--- config.mk ---
export PLATFORM = sky130hd
export DESIGN_NAME = ald_top
export DESIGN_NICKNAME = d
export VERILOG_FILES = /design/src/ald_pkg.sv /design/src/ald_top.sv /design/src/ald_field_decode.sv
export VERILOG_INCLUDE_DIRS = /design/src /design/src/src
export SDC_FILE = /design/constraint.sdc
export NUM_CORES = 1
export LEC_CHECK = 0
export BUFFER_PORTS_ARGS = -buffer_cell sky130_fd_sc_hd__buf_2
export CAP_MARGIN = 5
export CORE_MARGIN = 1
export CORE_UTILIZATION = 58
export CTS_CLUSTER_SIZE = 12
export DETAILED_ROUTE_END_ITERATION = 8
export PLACE_DENSITY = 0.87
export RECOVER_POWER = 25
export SLEW_MARGIN = 10
export SYNTH_ARGS = -nofsm -noshare
export SYNTH_HDL_FRONTEND = slang
export SYNTH_HIERARCHICAL = 1
export SYNTH_SLANG_ARGS = --single-unit
--- constraint.sdc ---
create_clock -name hclk -period 12.1 [get_ports hclk]
set_clock_uncertainty 0.1 [all_clocks]
set_input_delay 2.42 -clock hclk [delete_from_list [all_inputs] [get_ports hclk]]
set_output_delay 2.42 -clock hclk [all_outputs]
set_load 0.05 [all_outputs]
--- src/ald_defines.svh ---
`ifndef ALD_DEFINES_SVH
`define ALD_DEFINES_SVH
// register byte offsets
`define ALD_OFS_CTRL 8'h00
`define ALD_OFS_OPWORD 8'h04
`define ALD_OFS_RESULT 8'h08
`define ALD_OFS_IMMED 8'h0c
// control register fields and reset values
`define ALD_CTRL_PORT_EN_BIT 0
`define ALD_CTRL_PORT_EN_RST 1'b1
`define ALD_OPWORD_RST 16'h0000
// instruction line codes in bits 15..12
`define ALD_LINE_QUICK 4'h7
`define ALD_LINE_OR 4'h8
`define ALD_LINE_SUB 4'h9
`define ALD_LINE_CMP 4'hb
`define ALD_LINE_AND 4'hc
`define ALD_LINE_ADD 4'hd
// opmode codes
`define ALD_OPM_ADDR 2'h3
`define ALD_OPM_LONG_BIT 2
// bits 8..4 pattern of the decimal forms
`define ALD_DECIMAL_PAT 5'h10
// exchange types in bits 7..3
`define ALD_SWAP_DATA 5'h08
`define ALD_SWAP_ADDR 5'h09
`define ALD_SWAP_MIXED 5'h11
`endif

--- src/ald_pkg.sv ---
package ald_pkg;
    // decoded operation
    typedef enum logic [4:0] {
        op_none, op_quick_immediate_load, op_or, op_and, op_exclusive_or,
        op_add, op_sub, op_address_add, op_address_subtract, op_cmp,
        op_address_cmp, op_add_with_extend, op_subtract_with_extend,
        op_memory_compare_postinc, op_decimal_add, op_decimal_subtract,
        op_register_swap
    } ald_op_t;
    // operand size
    typedef enum logic [1:0] {sz_byte, sz_word, sz_long, sz_none} ald_size_t;
    // decoded fields, also the readable result word
    typedef struct packed {
        logic legal;
        ald_op_t op;
        ald_size_t size;
        logic ea_dest;
        logic flags_only;
        logic mem_mode;
        logic predec;
        logic postinc;
        logic rx_addr;
        logic ry_addr;
        logic [2:0] rx;
        logic [2:0] ry;
    } ald_res_t;
    // full decode with immediate
    typedef struct packed {
        ald_res_t res;
        logic [31:0] imm;
    } ald_dec_t;
    // all state of the top module
    typedef struct packed {
        logic pend;
        logic pwrite;
        logic [7:0] paddr;
        logic port_en;
        logic [15:0] opword;
        ald_dec_t dec;
        logic dec_valid;
        logic [31:0] hrdata;
    } ald_state_t;
endpackage

--- src/ald_top.sv ---
// What this block does
// - quick load sign-extends byte to 32 bits
// - or opmodes pick size and destination
// - operand-space bit selects register or memory
// - memory mode: address registers, predecrement
// - subtract opmodes pick size and direction
// - address subtract: 011 word, 111 long
// - extend and memory compare size field
// - compare to data register sets flags only
// - compare to address register: 011/111 sizes
// - exclusive-or only has memory-destination opmodes
// - and opmodes pick size and destination
// - swap types: data, address, mixed
// - mixed swap: upper data, lower address
// - add opmodes pick size and destination
// - address add: 011 word, 111 long
//
// Added by the designer: the register offsets and the AHB-Lite slave port.
`timescale 1ns/10ps
`default_nettype none
`include "ald_defines.svh"
module ald_top (
    input wire logic hclk,
    input wire logic hresetn,
    input wire logic ce,
    input wire logic hsel,
    input wire logic [31:0] haddr,
    input wire logic [1:0] htrans,
    input wire logic hwrite,
    input wire logic [2:0] hsize,
    input wire logic [31:0] hwdata,
    input wire logic hready,
    output logic hreadyout,
    output logic [31:0] hrdata,
    output logic hresp,
    input wire logic fetch_valid,
    input wire logic [15:0] fetch_word,
    output logic fetch_ready,
    output logic dec_valid,
    output ald_pkg::ald_dec_t dec
);
    // registered state and its next value
    ald_pkg::ald_state_t s_reg;
    ald_pkg::ald_state_t s_next;
    // word handed to the decoder
    logic [15:0] dec_word;
    // decoder result for dec_word
    ald_pkg::ald_dec_t dec_out;
    // data-phase write to the opword register
    logic sw_wr;
    // data-phase write to the control register
    logic ctrl_wr;
    // a word is decoded this cycle
    logic take;

    // data-phase write decode
    assign sw_wr = s_reg.pend && s_reg.pwrite && s_reg.paddr == `ALD_OFS_OPWORD;
    assign ctrl_wr = s_reg.pend && s_reg.pwrite && s_reg.paddr == `ALD_OFS_CTRL;

    // prefetch port is held off while software injects a word
    assign fetch_ready = ce && s_reg.port_en && !sw_wr;

    // software word wins over the prefetch word
    assign dec_word = sw_wr ? hwdata[15:0] : fetch_word;

    // decoded when enabled and either software writes a word or a prefetch word is accepted
    assign take = ce && (sw_wr || (fetch_valid && fetch_ready));

    // the field decoder proper
    ald_field_decode u_dec (
        .word(dec_word),
        .dec(dec_out)
    );

    // readback of a register from a given state
    function automatic logic [31:0] rd_mux(
        input logic [7:0] a,
        input ald_pkg::ald_state_t st
    );
        case (a)
            `ALD_OFS_CTRL: rd_mux = {31'h0, st.port_en};
            `ALD_OFS_OPWORD: rd_mux = {16'h0, st.opword};
            `ALD_OFS_RESULT: rd_mux = {11'h0, st.dec.res};
            `ALD_OFS_IMMED: rd_mux = st.dec.imm;
            default: rd_mux = 32'h0;
        endcase
    endfunction

    // next-state logic: writes, decode, then address phase
    always_comb begin
        s_next = s_reg;
        if (ce) begin
            // decode strobe lasts one enabled cycle
            s_next.dec_valid = 1'b0;
            // control register write
            if (ctrl_wr) begin
                s_next.port_en = hwdata[`ALD_CTRL_PORT_EN_BIT];
            end
            // capture the decoded word and its fields
            if (take) begin
                s_next.opword = dec_word;
                s_next.dec = dec_out;
                s_next.dec_valid = 1'b1;
            end
            // address phase is sampled only with hready high
            s_next.pend = hsel && hready && htrans[1];
            s_next.pwrite = hwrite;
            s_next.paddr = haddr[7:0];
            // read data taken from the updated state, so a read
            // right after a write sees the written value
            if (hsel && hready && htrans[1] && !hwrite) begin
                s_next.hrdata = rd_mux(haddr[7:0], s_next);
            end
        end
    end

    // state register, constants only under reset
    always_ff @(posedge hclk or negedge hresetn) begin
        if (!hresetn) begin
            s_reg <= '0;
            s_reg.port_en <= `ALD_CTRL_PORT_EN_RST;
            s_reg.opword <= `ALD_OPWORD_RST;
            s_reg.dec.res.size <= ald_pkg::sz_none;
        end else begin
            s_reg <= s_next;
        end
    end

    // bus outputs: stall only while the clock enable is low
    assign hreadyout = ce;
    assign hresp = 1'b0;
    assign hrdata = s_reg.hrdata;

    // decoded outputs come from the state register
    assign dec_valid = s_reg.dec_valid;
    assign dec = s_reg.dec;

    // fields of the captured word
    logic [3:0] q_line;
    logic [2:0] q_opm;
    logic [4:0] q_xtype;
    assign q_line = s_reg.opword[15:12];
    assign q_opm = s_reg.opword[8:6];
    assign q_xtype = s_reg.opword[7:3];
endmodule
`default_nettype wire

--- src/ald_field_decode.sv ---
`timescale 1ns/10ps
`default_nettype none
`include "ald_defines.svh"
module ald_field_decode (
    input wire logic [15:0] word,
    output ald_pkg::ald_dec_t dec
);
    logic [3:0] line; // instruction line
    logic [2:0] opm; // opmode field
    logic [4:0] xtype; // exchange type
    assign line = word[15:12];
    assign opm = word[8:6];
    assign xtype = word[7:3];

    // two-bit size field to size
    function automatic ald_pkg::ald_size_t size_of(input logic [1:0] f);
        case (f)
            2'h0: size_of = ald_pkg::sz_byte;
            2'h1: size_of = ald_pkg::sz_word;
            2'h2: size_of = ald_pkg::sz_long;
            default: size_of = ald_pkg::sz_none;
        endcase
    endfunction

    // pure combinational decode of one word
    always_comb begin
        dec = '0;
        dec.res.size = ald_pkg::sz_none;
        dec.res.rx = word[11:9];
        dec.res.ry = word[2:0];
        case (line)
            `ALD_LINE_QUICK: begin
                if (!word[8]) begin
                    dec.res.legal = 1'b1;
                    dec.res.op = ald_pkg::op_quick_immediate_load;
                    dec.res.size = ald_pkg::sz_long;
                    dec.imm = {{24{word[7]}}, word[7:0]};
                end
            end
            `ALD_LINE_OR, `ALD_LINE_AND: begin
                if (word[8:4] == `ALD_DECIMAL_PAT) begin
                    dec.res.legal = 1'b1;
                    dec.res.op = (line == `ALD_LINE_OR) ? ald_pkg::op_decimal_subtract : ald_pkg::op_decimal_add;
                    dec.res.size = ald_pkg::sz_byte;
                    dec.res.mem_mode = word[3];
                    dec.res.predec = word[3];
                    dec.res.rx_addr = word[3];
                    dec.res.ry_addr = word[3];
                end else if (line == `ALD_LINE_AND && word[8] && (xtype == `ALD_SWAP_DATA ||
                             xtype == `ALD_SWAP_ADDR || xtype == `ALD_SWAP_MIXED)) begin
                    dec.res.legal = 1'b1;
                    dec.res.op = ald_pkg::op_register_swap;
                    dec.res.size = ald_pkg::sz_long;
                    dec.res.rx_addr = (xtype == `ALD_SWAP_ADDR);
                    dec.res.ry_addr = (xtype != `ALD_SWAP_DATA);
                end else if (opm[1:0] != `ALD_OPM_ADDR) begin
                    dec.res.legal = 1'b1;
                    dec.res.op = (line == `ALD_LINE_OR) ? ald_pkg::op_or : ald_pkg::op_and;
                    dec.res.size = size_of(opm[1:0]);
                    dec.res.ea_dest = opm[`ALD_OPM_LONG_BIT];
                end
            end
            `ALD_LINE_SUB, `ALD_LINE_ADD: begin
                dec.res.legal = 1'b1;
                if (opm[1:0] == `ALD_OPM_ADDR) begin
                    dec.res.op = (line == `ALD_LINE_SUB) ? ald_pkg::op_address_subtract : ald_pkg::op_address_add;
                    dec.res.size = opm[`ALD_OPM_LONG_BIT] ? ald_pkg::sz_long : ald_pkg::sz_word;
                    dec.res.rx_addr = 1'b1;
                end else if (word[8] && word[5:4] == 2'h0) begin
                    dec.res.op = (line == `ALD_LINE_SUB) ? ald_pkg::op_subtract_with_extend
                        : ald_pkg::op_add_with_extend;
                    dec.res.size = size_of(word[7:6]);
                    dec.res.mem_mode = word[3];
                    dec.res.predec = word[3];
                    dec.res.rx_addr = word[3];
                    dec.res.ry_addr = word[3];
                end else begin
                    dec.res.op = (line == `ALD_LINE_SUB) ? ald_pkg::op_sub : ald_pkg::op_add;
                    dec.res.size = size_of(opm[1:0]);
                    dec.res.ea_dest = opm[`ALD_OPM_LONG_BIT];
                end
            end
            `ALD_LINE_CMP: begin
                dec.res.legal = 1'b1;
                dec.res.flags_only = 1'b1;
                if (opm[1:0] == `ALD_OPM_ADDR) begin
                    dec.res.op = ald_pkg::op_address_cmp;
                    dec.res.size = opm[`ALD_OPM_LONG_BIT] ? ald_pkg::sz_long : ald_pkg::sz_word;
                    dec.res.rx_addr = 1'b1;
                end else if (!word[8]) begin
                    dec.res.op = ald_pkg::op_cmp;
                    dec.res.size = size_of(opm[1:0]);
                end else if (word[5:3] == 3'h1) begin
                    dec.res.op = ald_pkg::op_memory_compare_postinc;
                    dec.res.size = size_of(word[7:6]);
                    dec.res.mem_mode = 1'b1;
                    dec.res.postinc = 1'b1;
                    dec.res.rx_addr = 1'b1;
                    dec.res.ry_addr = 1'b1;
                end else begin
                    dec.res.op = ald_pkg::op_exclusive_or;
                    dec.res.flags_only = 1'b0;
                    dec.res.size = size_of(opm[1:0]);
                    dec.res.ea_dest = 1'b1;
                end
            end
            default: begin
                dec.res.legal = 1'b0;
            end
        endcase
    end
endmodule
`default_nettype wire

Yosys cells after proc, flatten, opt, wreduce, memory -nomap -nowiden
Index checks and enable logic that the tools add are counted.
{ "word_totals": {"output_inout_bits": 89, "register_bits": 113, "elab_cells": 116, "inputBits": 92} }
{ "classes": {"n_reduce_logical": 26, "n_eq_ne": 20, "mux": 50} }
{ "op_table": {"columns": ["cell", "count"], "rows": [
  ["case mux 32 bit (4 select lines)", 1],
  ["2-to-1 mux 70 bit", 1],
  ["2-to-1 mux 32 bit", 2],
  ["2-to-1 mux 7 bit", 4],
  ["case mux 7 bit (4 select lines)", 1],
  ["2-to-1 mux 8 bit", 3],
  ["equality test 4 bit (second input constant)", 5],
  ["equality test 8 x 3 -> 1 bit (second input constant)", 2],
  ["equality test 8 x 4 -> 1 bit (second input constant)", 2],
  ["zero test 8 bit", 2],
  ["2-to-1 mux 16 bit", 1],
  ["2-to-1 mux 2 bit", 8],
  ["2-to-1 mux 1 bit", 15],
  ["2-to-1 mux 3 bit", 5],
  ["logical AND 1 bit", 13],
  ["case mux 2 bit (3 select lines)", 2],
  ["equality test 5 x 4 -> 1 bit (second input constant)", 2],
  ["equality test 5 bit (second input constant)", 2],
  ["2-to-1 mux 9 bit", 1],
  ["case mux 1 bit (3 select lines)", 3],
  ["2-to-1 mux 6 bit", 1],
  ["!= test 5 x 4 -> 1 bit (second input constant)", 1],
  ["equality test 2 bit (second input constant)", 2],
  ["equality test 4 x 3 -> 1 bit (second input constant)", 1],
  ["11 further kinds", 16]
]} }

Longest topological paths before layout
{ "logic_depth": {"depth_word": 12, "depth_mapped": 16, "mapped_depth_nobuf": 13} }

Hierarchy
The synthesis kept the hierarchy.
{ "by_module_without_submodules": {"columns": ["module", "seq_area_each_um2", "cells_each", "area_per_inst_um2", "instances"], "rows": [
  ["ald_top", 2831.5, 583, 5958.2, 1],
  ["ald_field_decode", 0.0, 134, 842.1, 1]
]} }

Least setup slack after synthesis
No wires, ideal clock.
{ "synth_path": {"path_type": "input to output", "startpoint": "in ce", "endpoint": "out fetch_ready", "t_arrival_ps": 3484, "path_stages": 3, "required_ps": 9580, "n_path_buf": 2, "slack_ps": 6096, "cell_sequence": "clkbuf_1 > clkbuf_1 > and3_1"} }
{ "synth_between": {"elab_chain_len": 2} }
{ "synth_lines": {"columns": ["item", "line", "rtl"], "rows": [
  ["from (decl)", "ald_top.sv:25", "input wire logic ce,"],
  ["logical AND 1 bit (2 in a row)", "ald_top.sv:61", "assign fetch_ready = ce && s_reg.port_en && !sw_wr;"],
  ["to (decl)", "ald_top.sv:38", "output logic fetch_ready,"]
]} }
Every way passes these cells.

==> summary.md <==
| Metric | Value |
|---|---|
| Global-route congestion overflow total | `0` |
| Violated checks | `capacitance limit, slew limit` |
| Post-placement cell count | `846` |
| Layout overhead on the synthesized area | `7.16%` |
| Pin count of the biggest net entering global routing | `68` |
| Startpoint class of the critical path | `primary input` |
| Post-placement worst setup slack | `5960 ps` |
| Count of input and output buffers | `135` |
| Final wirelength | `16600 µm` |
| Critical Path End Type | `async pin` |
| Number of I/O pins | `181` |
| Count of yosys warnings during synthesis | `6` |
| Arrival time at the worst endpoint | `6810 ps` |
| Synth Cell Area | `0.00680 mm²` |
| Clock latency of the later-clocked register in the worst-skew pair | `410 ps` |
| Most frequent cells in the layout | `nand2_1, buf_2, dfrtp_1` |
| Flip-flop and latch count after synthesis | `113` |
| Number of buffers inserted during clock tree synthesis | `17` |
| Cell types occupying the most area after synthesis | `dfrtp_1, buf_4, nand2_1, mux4_2, mux2_2` |
| Syn_nets | `810` |
| Period Utilization, post-route | `57.3%` |
| Number of antenna violations at the first check in global routing | `0` |
| Hold_buf cts | `0` |
| Post-synthesis cell type count | `64` |
| Number of synthesized flops with an enable pin | `0` |
| Cell Pwr Density | `149 mW/mm²` |
| Vertical extent of the die | `110 µm` |
| Fraction of layout instances using a drive strength above 1 | `31.2%` |
| Total setup buffers inserted after CTS | `0` |
| Worst Hold Class | `register to register` |
| Count of nets left with antenna violations after detail routing | `0` |
| Cells resized by post-CTS repair | `0` |
| Die width | `110 µm` |
| Peak supply drop | `84.3 µV` |
| Period minus WS final | `6940 ps` |
| Power Total | `1.09 mW` |
| FFs w/ async S/R, synth | `100%` |
| Root buf cell | `clkbuf_16` |
| Largest buffer count on any clock path | `2` |
| Total number of clock tree sinks | `113` |
| Layout net count | `815` |
| Post-synth top flop | `dfrtp_1` |
| Diodes inserted | `0` |
| Routed vias/inst | `6.01` |
| CTS clock-pin slew for the worst setup and hold paths | `50 ps` |
| Mean instance size in the synthesized netlist | `9.48 µm²` |
| Starting density of the core | `59.6%` |
| Final non-filler cell total | `877` |
| Die Footprint | `0.0122 mm²` |
| Final setup violation count | `0` |
| RSZ-0062 raised after global routing | `false` |
| DRT iter0 DRCs | `499` |
| Site Rows | `39` |
| Routability congestion estimate | `0.900` |
| Slowest stage delay, CP | `2400 ps` |
| Max-slew violation count | `116` |
| Measured slew at the worst slew-check pin | `3470 ps` |
| # Max-Cap Violations | `2` |
| Peak clock frequency supported by timing | `144 MHz` |
| Average wire per cell in the routed design | `18.9 µm` |
| Fillers | `889` |
| Number of flip-flops under the largest register name | `53` |
| Vias in the first global route | `4915` |
| Post-synth top area cell | `dfrtp_1` |
| Most used cell, CP | `clkbuf_1` |
| Total number of H-tree levels | `4` |
| Slowest-stage cell, CP | `clkbuf_1` |
| Via count | `5274` |
| Overall global routing resource usage | `28.5%` |
| Critical-path cell list | `clkbuf_1, clkbuf_1` |
| Area share of the leading cell type in the synthesized netlist | `40.5%` |
| Status | `finished, violations left` |
| Wire length of the first global-routing pass | `25600 µm` |
| Peak fanout along the critical path | `67` |
| Top cell family by delay on the critical path | `buffers and inverters` |
| Cells after Synth | `717` |
| DRC violations left | `0` |
| Clock tree from TritonCTS | `done` |
| Buffers and inverters on the worst path | `2` |
| Commonest non-fill, non-tap cell in the layout | `nand2_1` |
| Worst setup path class | `primary input to async pin` |
| Leakage power of the design | `3.89 nW` |
| Total Neg Setup Slack | `0 ps` |
| Post-DP HPWL | `11400 µm` |
| Critical Path RT | `11970 ps` |
| Area inside the core boundary | `0.0114 mm²` |
| Setup slack after layout | `5160 ps` |
| Slew Limit Headroom | `-132%` |
| Endpoints failing hold | `0` |
| First-pass DRT Iterations | `5` |
| Proportion of synthesized chip area in sequential cells | `41.6%` |
## through the flow
stage	hold WS (ps)	utilization, %	area [µm²]
3_3_place_gp	349	58.5	6680
4_1_cts	365	63.9	7300
6_report	369	63.8	7290
5_1_grt	370	63.8	7290
3_5_place_dp	357	58.5	6680
2_1_floorplan	340	-	6800
## where the power goes
group	total [mW]	switching [mW]	internal [mW]
sequential	0.419	0.0146	0.404
clock	0.522	0.169	0.353
combinational	0.146	0.103	0.0426
## final timing paths
check,start,slack (ps),cells past startpoint,to
worst max-delay path,hresetn,5160,2,s_reg[107]
worst min-delay path,dec[45],370,2,dec[45]
worst max register to register,s_reg[106],7740,13,hrdata[12]
worst min register to register,dec[45],370,2,dec[45]
max in group hclk,ce,6010,3,fetch_ready
min in group asynchronous,hresetn,3080,1,dec[27]
## per-layer routing
metal	share of wire [%]	global-route usage [%]
met1	42	38.4
met2	46	43.0
met3	8.9	8.70
met4	2.7	11.6
met5	0	0
## final cells by class
| class | instances | area, µm² | area share, % |
|---|---|---|---|
| Clock buffer | 21 | 460 | 6.32 |
| Clock inverter | 10 | 159 | 2.18 |
| Inverter | 30 | 113 | 1.55 |
| Multi-Input combinational cell | 416 | 2810 | 38.5 |
| Sequential cell | 113 | 2830 | 38.9 |
| Tap cell | 143 | 179 | 2.46 |
| Timing Repair Buffer | 144 | 737 | 10.1 |
## kinds of logic (layout without fill, tap and decap cells)
group	Yosys count	in the layout	share of synthesized area, %
buffers and inverters	188	205	17.4
adder cells (fa/ha/maj)	1	1	0.184
flip-flops	113	113	41.6
AO/OA/AOI/OAI	87	87	10.2
other	1	1	0.0551
AND/OR/NAND/NOR	277	277	19.4
multiplexers	50	50	11.2
## cell usage after synthesis, types with 10 or more instances
cell      count
a211oi_1     16
a221o_1      20
a22o_1       10
and2_1       28
buf_4       117
clkbuf_1     28
dfrtp_1     110
inv_1        29
mux2_2       18
mux4_2       15
nand2_1     163
nor2_1       11
nor3_1       33
o21ai_0      12
(Power assumes the default switching activity.)
